`config.mk`:
```
export PLATFORM = sky130hd
export DESIGN_NAME = res_sequencer
export DESIGN_NICKNAME = d
export VERILOG_FILES = /design/src/hw/res_pkg.sv /design/src/hw/res_sequencer.sv
export VERILOG_INCLUDE_DIRS = /design/src /design/src/hw
export SDC_FILE = /design/constraint.sdc
export NUM_CORES = 1
export LEC_CHECK = 0
export ABC_AREA = 1
export BUFFER_PORTS_ARGS = -buffer_cell sky130_fd_sc_hd__buf_2
export CORE_ASPECT_RATIO = 1.5
export CORE_MARGIN = 8
export CORE_UTILIZATION = 59
export CTS_CLUSTER_SIZE = 20
export DETAILED_ROUTE_END_ITERATION = 6
export GPL_TIMING_DRIVEN = 0
export PLACE_DENSITY = 0.86
export SYNTH_ARGS = -nofsm -noshare
export SYNTH_HDL_FRONTEND = slang
export SYNTH_SLANG_ARGS = --single-unit
```
`constraint.sdc`:
```
create_clock -name ref_clk -period 4.35 [get_ports ref_clk]
set_clock_uncertainty 0.05 [all_clocks]
set_input_delay 0.2175 -clock ref_clk [delete_from_list [all_inputs] [get_ports ref_clk]]
set_output_delay 0.2175 -clock ref_clk [all_outputs]
set_load 0.02 [all_outputs]
```
`src/hw/res_defs.svh`:
```
/*
 * Constants of the regulator enable sequencer: link register addresses,
 * field positions, reset values and timing counts.
 * Assumes a 100 MHz core clock.
 */
`ifndef RES_DEFS_SVH
`define RES_DEFS_SVH

`define RES_ADDR_W          4
`define RES_DATA_W          8
`define RES_CORE_W          7

`define RES_ADDR_CORE       4'h1
`define RES_ADDR_RETENTION  4'h2
`define RES_ADDR_IO         4'h7
`define RES_ADDR_PLL        4'h8
`define RES_ADDR_MODE       4'h9

`define RES_MODE_PFM_BIT    7
`define RES_MODE_PWM_BIT    6

`define RES_MODE_RST        8'h00
`define RES_PLL_RST         8'h10
`define RES_IO_RST          8'h20
`define RES_CORE_RST        7'h40
`define RES_RETENTION_RST   8'h08

`define RES_AUTO_DWELL      64
`define RES_ILIM_PFM_MA     100
`define RES_MEM_OFFSET_MV   50
`define RES_CLK_PERIOD_NS   10
`define RES_SEQ_STEP_NS     1000
`define RES_SEQ_STEP_CYC    ((`RES_SEQ_STEP_NS + `RES_CLK_PERIOD_NS - 1) / `RES_CLK_PERIOD_NS)

`endif

```
`src/hw/res_pkg.sv`:
```
/*
 * Types of the regulator enable sequencer.
 * Assumes res_defs.svh for widths.
 */
`default_nettype none
`include "res_defs.svh"

package res_pkg;

    typedef enum logic [2:0] {
        ST_STARTUP,
        ST_RAMP,
        ST_ACTIVE,
        ST_SLEEP,
        ST_SHUTDOWN
    } res_state_type;

    typedef struct packed {
        logic shutdown;
        logic sleep;
        logic wakeup;
    } res_cmd_type;

    typedef struct packed {
        logic                   valid;
        logic [`RES_ADDR_W-1:0] addr;
        logic [`RES_DATA_W-1:0] data;
    } res_wr_type;

    typedef struct packed {
        logic core_en;
        logic pll_en;
        logic io_en;
        logic mem_en;
        logic mem_track;
        logic power_good;
    } res_rail_type;

endpackage

`default_nettype wire

```
`src/hw/res_sequencer.sv`:
```
/*
 * Regulator enable sequencer: power state machine, power-up sequencing,
 * converter modulation mode choice and regulator level holding.
 * Assumes the link decoder runs on ref_clk and hands over decoded
 * commands and register writes as one-cycle strobes; pins are async.
 * Rail enables are plain levels: the analog side does its own soft
 * start, so each ramp step only has to outlast that settling time.
 * The light-load flag comes from the converter and is async as well.
 * Shutdown is left only through the pins, never through the link.
 */
// Behaviour
// - Auto choice between pulse-frequency and pulse-width
// - Force field overrides automatic modulation choice
// - Forced pulse-frequency lowers switch current limit
// - Shut down on low pins or command
// - Enabled only while both pins high
// - Enable runs power-up, restores default levels
// - Shutdown command also disables serial link
// - Four link-programmable supply level registers
// - Active: memory supply tracks converter plus offset
// - Sleep: memory supply uses retention level
// - Reset: start-up, rails off, power-good low
// - Active: all rails on, power-good high
// - Sleep drops core, wake resumes config
// - Shutdown: rails off, power-good low
`default_nettype none
`include "res_defs.svh"

module res_sequencer #(
    parameter int SEQ_STEP_CYCLES = `RES_SEQ_STEP_CYC,
    parameter int AUTO_DWELL      = `RES_AUTO_DWELL
) (
    input  wire logic                    ref_clk,
    input  wire logic                    rst,
    input  wire logic                    enable_pin,
    input  wire logic                    global_reset_low,
    input  wire logic                    light_load,
    input  wire res_pkg::res_cmd_type    link_cmd,
    input  wire res_pkg::res_wr_type     link_wr,
    output logic                         link_active,
    output res_pkg::res_rail_type        rails,
    output logic                         power_good_out,
    output logic                         pfm_mode,
    output logic                         ilim_reduced,
    output logic [`RES_DATA_W-1:0]       pll_supply_level,
    output logic [`RES_DATA_W-1:0]       io_supply_level,
    output logic [`RES_CORE_W-1:0]       core_level,
    output logic [`RES_DATA_W-1:0]       retention_level,
    output res_pkg::res_state_type       state_out
);

    localparam int SEQ_W   = $clog2(SEQ_STEP_CYCLES + 1);
    localparam int DWELL_W = $clog2(AUTO_DWELL + 1);

    if (SEQ_STEP_CYCLES < 1) begin : g_chk_seq
        $error("SEQ_STEP_CYCLES must be at least 1");
    end
    if (AUTO_DWELL < 1) begin : g_chk_dwell
        $error("AUTO_DWELL must be at least 1");
    end
    // Core level is a slice of the link data byte
    if (`RES_CORE_W > `RES_DATA_W) begin : g_chk_core
        $error("core level wider than link data");
    end

    typedef struct packed {
        res_pkg::res_state_type  state;
        logic [1:0]              ramp_step;
        logic [SEQ_W-1:0]        seq_cnt;
        logic [2:0]              en_sync;
        logic [2:0]              grst_sync;
        logic [2:0]              load_sync;
        logic                    en_lvl;
        logic                    grst_lvl;
        logic                    load_lvl;
        logic [DWELL_W-1:0]      dwell_cnt;
        logic                    pfm_auto;
        logic [1:0]              mode_force;
        logic [`RES_DATA_W-1:0]  pll_lvl;
        logic [`RES_DATA_W-1:0]  io_lvl;
        logic [`RES_CORE_W-1:0]  core_lvl;
        logic [`RES_DATA_W-1:0]  ret_lvl;
        res_pkg::res_rail_type   rail;
        logic                    pfm;
        logic                    ilim_low;
        logic                    link_on;
    } res_regs_type;

    res_regs_type regs_r;
    res_regs_type regs_nxt;

    logic enabled;
    logic link_ok;
    logic wr_hit;

    always_comb begin
        regs_nxt = regs_r;

        // Zeroed stages read the pins low, so no false enable at reset
        // Three stages; a change counts once stages two and three agree
        regs_nxt.en_sync   = {regs_r.en_sync[1:0], enable_pin};
        regs_nxt.grst_sync = {regs_r.grst_sync[1:0], global_reset_low};
        regs_nxt.load_sync = {regs_r.load_sync[1:0], light_load};
        if (regs_r.en_sync[1] == regs_r.en_sync[2]) begin
            regs_nxt.en_lvl = regs_r.en_sync[2];
        end
        if (regs_r.grst_sync[1] == regs_r.grst_sync[2]) begin
            regs_nxt.grst_lvl = regs_r.grst_sync[2];
        end
        if (regs_r.load_sync[1] == regs_r.load_sync[2]) begin
            regs_nxt.load_lvl = regs_r.load_sync[2];
        end

        // Tied pins behave the same as one pin driven on both
        enabled = regs_r.en_lvl && regs_r.grst_lvl;

        // Link traffic only counts while the link is powered
        link_ok = regs_r.link_on;
        // Limitation: no read-back here; reads live in the decoder
        wr_hit  = link_ok && link_wr.valid;

        if (wr_hit) begin
            case (link_wr.addr)
                `RES_ADDR_MODE: begin
                    regs_nxt.mode_force =
                        link_wr.data[`RES_MODE_PFM_BIT:`RES_MODE_PWM_BIT];
                end
                `RES_ADDR_PLL: begin
                    regs_nxt.pll_lvl = link_wr.data;
                end
                `RES_ADDR_IO: begin
                    regs_nxt.io_lvl = link_wr.data;
                end
                `RES_ADDR_CORE: begin
                    regs_nxt.core_lvl = link_wr.data[`RES_CORE_W-1:0];
                end
                `RES_ADDR_RETENTION: begin
                    regs_nxt.ret_lvl = link_wr.data;
                end
                default: begin
                    // Unused addresses drop the write
                end
            endcase
        end

        // Light load must persist for the dwell before going to PFM
        // Limitation: only entry is delayed, exit from PFM is prompt
        if (!regs_r.load_lvl) begin
            regs_nxt.dwell_cnt = '0;
            regs_nxt.pfm_auto  = 1'b0;
        end else if (regs_r.dwell_cnt >= DWELL_W'(AUTO_DWELL - 1)) begin
            regs_nxt.pfm_auto  = 1'b1;
        end else begin
            regs_nxt.dwell_cnt = regs_r.dwell_cnt + 1'b1;
        end

        // Forced modes apply one cycle after the write lands
        case (regs_r.mode_force)
            2'h2: begin
                regs_nxt.pfm      = 1'b1;
                regs_nxt.ilim_low = 1'b1;
            end
            2'h1: begin
                regs_nxt.pfm      = 1'b0;
                regs_nxt.ilim_low = 1'b0;
            end
            default: begin
                // Auto keeps the normal limit even when in PFM
                regs_nxt.pfm      = regs_nxt.pfm_auto;
                regs_nxt.ilim_low = 1'b0;
            end
        endcase

        case (regs_r.state)
            res_pkg::ST_STARTUP: begin
                regs_nxt.rail    = '0;
                regs_nxt.link_on = 1'b0;
                // Levels reload on every entry, so a restart starts clean
                if (enabled) begin
                    regs_nxt.state      = res_pkg::ST_RAMP;
                    regs_nxt.ramp_step  = 2'h0;
                    regs_nxt.seq_cnt    = '0;
                    regs_nxt.mode_force =
                        2'(`RES_MODE_RST >> `RES_MODE_PWM_BIT);
                    regs_nxt.pll_lvl    = `RES_PLL_RST;
                    regs_nxt.io_lvl     = `RES_IO_RST;
                    regs_nxt.core_lvl   = `RES_CORE_RST;
                    regs_nxt.ret_lvl    = `RES_RETENTION_RST;
                end
            end
            res_pkg::ST_RAMP: begin
                // Core first, then PLL and I/O, then memory
                // Fixed step time; the rails give no settled feedback
                if (regs_r.seq_cnt >= SEQ_W'(SEQ_STEP_CYCLES - 1)) begin
                    regs_nxt.seq_cnt = '0;
                    case (regs_r.ramp_step)
                        2'h0: begin
                            regs_nxt.rail.core_en = 1'b1;
                        end
                        2'h1: begin
                            regs_nxt.rail.pll_en = 1'b1;
                            regs_nxt.rail.io_en  = 1'b1;
                        end
                        default: begin
                            // Link opens in the last step, in the same cycle as the memory rail and power-good
                            regs_nxt.rail.mem_en    = 1'b1;
                            regs_nxt.rail.mem_track = 1'b1;
                            regs_nxt.rail.power_good = 1'b1;
                            regs_nxt.link_on        = 1'b1;
                            regs_nxt.state = res_pkg::ST_ACTIVE;
                        end
                    endcase
                    regs_nxt.ramp_step = regs_r.ramp_step + 2'h1;
                end else begin
                    regs_nxt.seq_cnt = regs_r.seq_cnt + 1'b1;
                end
            end
            res_pkg::ST_ACTIVE: begin
                regs_nxt.rail.core_en    = 1'b1;
                regs_nxt.rail.pll_en     = 1'b1;
                regs_nxt.rail.io_en      = 1'b1;
                regs_nxt.rail.mem_en     = 1'b1;
                regs_nxt.rail.mem_track  = 1'b1;
                regs_nxt.rail.power_good = 1'b1;
                // Shutdown wins over sleep when both arrive together
                if (link_ok && link_cmd.shutdown) begin
                    // Link goes dead with the command, not a cycle later
                    regs_nxt.state   = res_pkg::ST_SHUTDOWN;
                    regs_nxt.link_on = 1'b0;
                end else if (link_ok && link_cmd.sleep) begin
                    regs_nxt.state = res_pkg::ST_SLEEP;
                end
            end
            res_pkg::ST_SLEEP: begin
                regs_nxt.rail.core_en    = 1'b0;
                regs_nxt.rail.pll_en     = 1'b1;
                regs_nxt.rail.io_en      = 1'b1;
                regs_nxt.rail.mem_en     = 1'b1;
                regs_nxt.rail.mem_track  = 1'b0;
                regs_nxt.rail.power_good = 1'b1;
                if (link_ok && link_cmd.shutdown) begin
                    regs_nxt.state   = res_pkg::ST_SHUTDOWN;
                    regs_nxt.link_on = 1'b0;
                end else if (link_ok && link_cmd.wakeup) begin
                    // Levels were kept, so active resumes as left
                    regs_nxt.state = res_pkg::ST_ACTIVE;
                end
            end
            res_pkg::ST_SHUTDOWN: begin
                // Rails stay off however much the host keeps talking
                regs_nxt.rail    = '0;
                regs_nxt.link_on = 1'b0;
                // Leaves only after a pin drops; host then raises it again
                if (!enabled) begin
                    regs_nxt.state = res_pkg::ST_STARTUP;
                end
            end
            default: begin
                regs_nxt.state = res_pkg::ST_STARTUP;
            end
        endcase

        // Pins win over everything else, any state
        // Pin loss mid-ramp aborts the ramp with every rail dropped
        if (!enabled && regs_r.state != res_pkg::ST_SHUTDOWN) begin
            regs_nxt.state   = res_pkg::ST_STARTUP;
            regs_nxt.rail    = '0;
            regs_nxt.link_on = 1'b0;
        end
    end

    always_ff @(posedge ref_clk) begin
        if (rst) begin
            // Levels reset too, so they read sane before any enable
            regs_r            <= '0;
            regs_r.state      <= res_pkg::ST_STARTUP;
            regs_r.pll_lvl    <= `RES_PLL_RST;
            regs_r.io_lvl     <= `RES_IO_RST;
            regs_r.core_lvl   <= `RES_CORE_RST;
            regs_r.ret_lvl    <= `RES_RETENTION_RST;
        end else begin
            regs_r <= regs_nxt;
        end
    end

    // Every output is a flop, so rail enables never glitch
    assign link_active      = regs_r.link_on;
    assign rails            = regs_r.rail;
    assign power_good_out   = regs_r.rail.power_good;
    assign pfm_mode         = regs_r.pfm;
    assign ilim_reduced     = regs_r.ilim_low;
    assign pll_supply_level = regs_r.pll_lvl;
    assign io_supply_level  = regs_r.io_lvl;
    assign core_level       = regs_r.core_lvl;
    assign retention_level  = regs_r.ret_lvl;
    assign state_out        = regs_r.state;

endmodule // res_sequencer

`default_nettype wire

```
==> results.toml <==
[status]
outcome = "finished clean"

[floorplan]
io_pins = 65
die-area_um2 = 8390
die_w_um = 77.5
num_rows = 33
start_util = 0.610
core_um2 = 5490
die_h_um = 108

[grt]
grt_util_all_layers = 0.185
antenna_found_initial = 0
grt_max_degree = 13
globalRouteOverflowTotal = 0
grt_pass1_vias = 2969
grt_first_pass_wirelength_um = 12600

[cells_and_area]
insertedDiodeCount = 0
final_util = 0.722
final_common_cell = "dfxtp_1"
fill_cells = 443
stdcell_area_um2 = 3960
multi_input_area_um2 = 1280
drive_gt1_frac = 0.290
num-nets-final = 545
synthToLayoutAreaGrowth_pct = 18.3
layout_common_cells = "dfxtp_1 (72), buf_2 (66), inv_1 (64), nand2_1 (61), nor2_1 (54)"
layout.area.seq_um2 = 1440

[worst_setup_path]
cp-endpoint = "pfm_mode$_SDFF_PP0_"
critPathKind = "reg -> reg"
reg2reg_slack_ps = 2750
start_kind = "register"
r2r-start = "regs_r[43]$_SDFFE_PP0N_"
crit_path_end_kind = "register"
slowest_stage = "a21oi_1"
max_stage_delay_ps = 390
crit_start = "regs_r[43]$_SDFFE_PP0N_"
arrival_ps = 1780
reg2regPathDepth = 7
path_cells = "ha_1, nand3_1, o21ai_1, a21oi_1, nand2_1, nand3_1, nand2_1"
rr_endpoint = "pfm_mode$_SDFF_PP0_"
cp.required_ps = 4530
path_max_fanout = 6

[sta]
fin_crit_sh = 0.367
hold_violations = 0
tightest_slew_ps = 602
fmax_mhz = 626
rsz0062_at_grt = "no"
period_minus_slack_ps = 1600
slew_viol_final = 0
setup_violations = 0
tns_ps = 0
max_slew_margin = 0.595

[detailed_routing]
drtAntennaViolNets = 0
highest_layer = "met4"
vias = 2938
post_drt_via_cell_ratio = 4.95
routed_wl_um = 7450
drt_first_iter_violations = 110
wl_per_cell_um = 12.5
met2WireLength_um = 3970
drc_errors = 0
drtPass1Iterations = 4
dr_wl_met3_um = 486
wl_met1_um = 2820

[yosys]
syn_avg_cell_area_um2 = 7.54
yosysTopAreaCell = "dfxtp_1"
ys_seq_elements = 72
yosysWarnings = 0
synth_area_um2 = 3350
synth_top_area_share = 0.430
syn-num-nets = 470
netlist_top_cells_area = "dfxtp_1 (43%), buf_4 (9.6%), inv_1 (7.2%), nand2_1 (6.8%), a21oi_1 (6.1%)"
synth-seq-area-share = 0.430
synth_cell_types = 30
synthCells = 444

[clocking]
clkTransAtPathRegs_ps = 70
ctsHoldBuffers = 0
clk_latency_ps = 340
cts_tree = "done"
clock_path_buffers = 2
cts.htree.levels = 3
cts_sinks = 72
cts_made_buffers = 9
cts_resized = 0
post-cts-setup-buffers = 0
clockRootBuffer = "clkbuf_8"

[place]
place_congestion = 0.847
place_area_um2 = 3760
portBuffers = 64
dp_hpwl_um = 5800

[pwr]
power_density_nw_per_um2 = 314
p_clk_frac = 0.433
totalPowerFinal_w = 0.00125
swShare = 0.221
pwr-share-comb = 0.035
vdd_drop_max_uv = 249
switchingPower_w = 0.000275
leakagePower_nw = 1.90
p_int_w = 0.000971
seqPwrFrac = 0.533

[job]
cap_violations = 0

[worst_hold_path]
min_path_type = "in -> reg"
-- worst max-delay path, delay by kind of cell, from the launching register on --
family / cells / cell delay [ps]
flip-flops: 1 / 340
adder cells (fa/ha/maj): 1 / 230
AO/OA/AOI/OAI: 2 / 480
AND/OR/NAND/NOR: 4 / 380
-- cell usage after synthesis --
cell type and instances:
clkinv_2 1, nand3_2 3, xor2_1 2, buf_1 1, buf_6 1, nand4_4 3, xnor2_1 1, o211ai_2 1
inv_2 9, a21oi_2 1, dfxtp_1 72, o21ai_0 24, ha_1 5, nand3_1 25, nor2_2 3, buf_2 2
nand4_2 1, a21boi_0 1, nand2_1 61, nor2_4 1, buf_4 43, o21ai_1 13, inv_1 64, nand2_2 2
nand2_4 1, nand4_1 4, o211ai_1 3, a21oi_1 41, nor2_1 54, o21a_1 1
-- registers in the layout, indices dropped and copies added (netlist names) --
name              cells
io_supply_level       8
retention_level       8
regs_nxt              6
ilim_reduced          1
core_level            7
pfm_mode              1
rails                 4
state_out             3
regs_r               25
pll_supply_level      8
link_active           1
-- layout make-up --
class / count / share of cell area
flip-flops and latches: 72 / 0.364
inverters: 74 / 0.0704
plain buffers: 47 / 0.0878
multi-input cells: 251 / 0.323
well taps: 70 / 0.0221
clock buffers: 11 / 0.0382
repair buffers: 64 / 0.0808
clock inverters: 5 / 0.0139
-- cells by family after synthesis --
family	Yosys count	share of synthesized area
and+or+nand+nor	158	0.222
buffers and inverters	121	0.187
AOI/OAI and AO/OA	85	0.134
DFF	72	0.430
adders and majority gates	5	0.0187
xor gates and xnor gates	3	0.00785
-- worst min path at each step --
stage	cells past startpoint	start	to	slack [ps]
after floorplan	2	light_load	regs_nxt[54]$_SDFF_PP0_	270
after global placement	2	regs_nxt[57]$_SDFF_PP0_	regs_nxt[58]$_SDFF_PP0_	340
after detailed placement	2	regs_nxt[57]$_SDFF_PP0_	regs_nxt[58]$_SDFF_PP0_	360
after CTS	3	global_reset_low	regs_nxt[57]$_SDFF_PP0_	20
after global routing	3	enable_pin	regs_nxt[60]$_SDFF_PP0_	40
final	3	enable_pin	regs_nxt[60]$_SDFF_PP0_	30
-- routing by layer --
metal | track usage | vias to the layer above
li1 | - | 1514
met1 | 0.173 | 1315
met2 | 0.355 | 96
met3 | 0.0598 | 13
met4 | 0.0854 | 0
met5 | 0 | -
-- power groups by stage --
stage | Sequential, W | Clock (W) | Combinational (W)
2_1_floorplan | 0.000678 | 0 | 0.0000220
3_3_place_gp | 0.000679 | 0 | 0.0000409
5_1_grt | 0.000664 | 0.000573 | 0.0000476
3_5_place_dp | 0.000679 | 0 | 0.0000425
6_report | 0.000663 | 0.000539 | 0.0000431
4_1_cts | 0.000663 | 0.000547 | 0.0000430
-- per-stage QoR --
step           setup WS [ps]  cells  hold WS, ps
5_1_grt                 2520    594         37.0
6_report                2750    594         34.2
4_1_cts                 2740    594         21.4
3_5_place_dp            2750    578          356
2_1_floorplan           2970    444          274
3_3_place_gp            2800    578          342
Power figures use the tool's default switching activity.
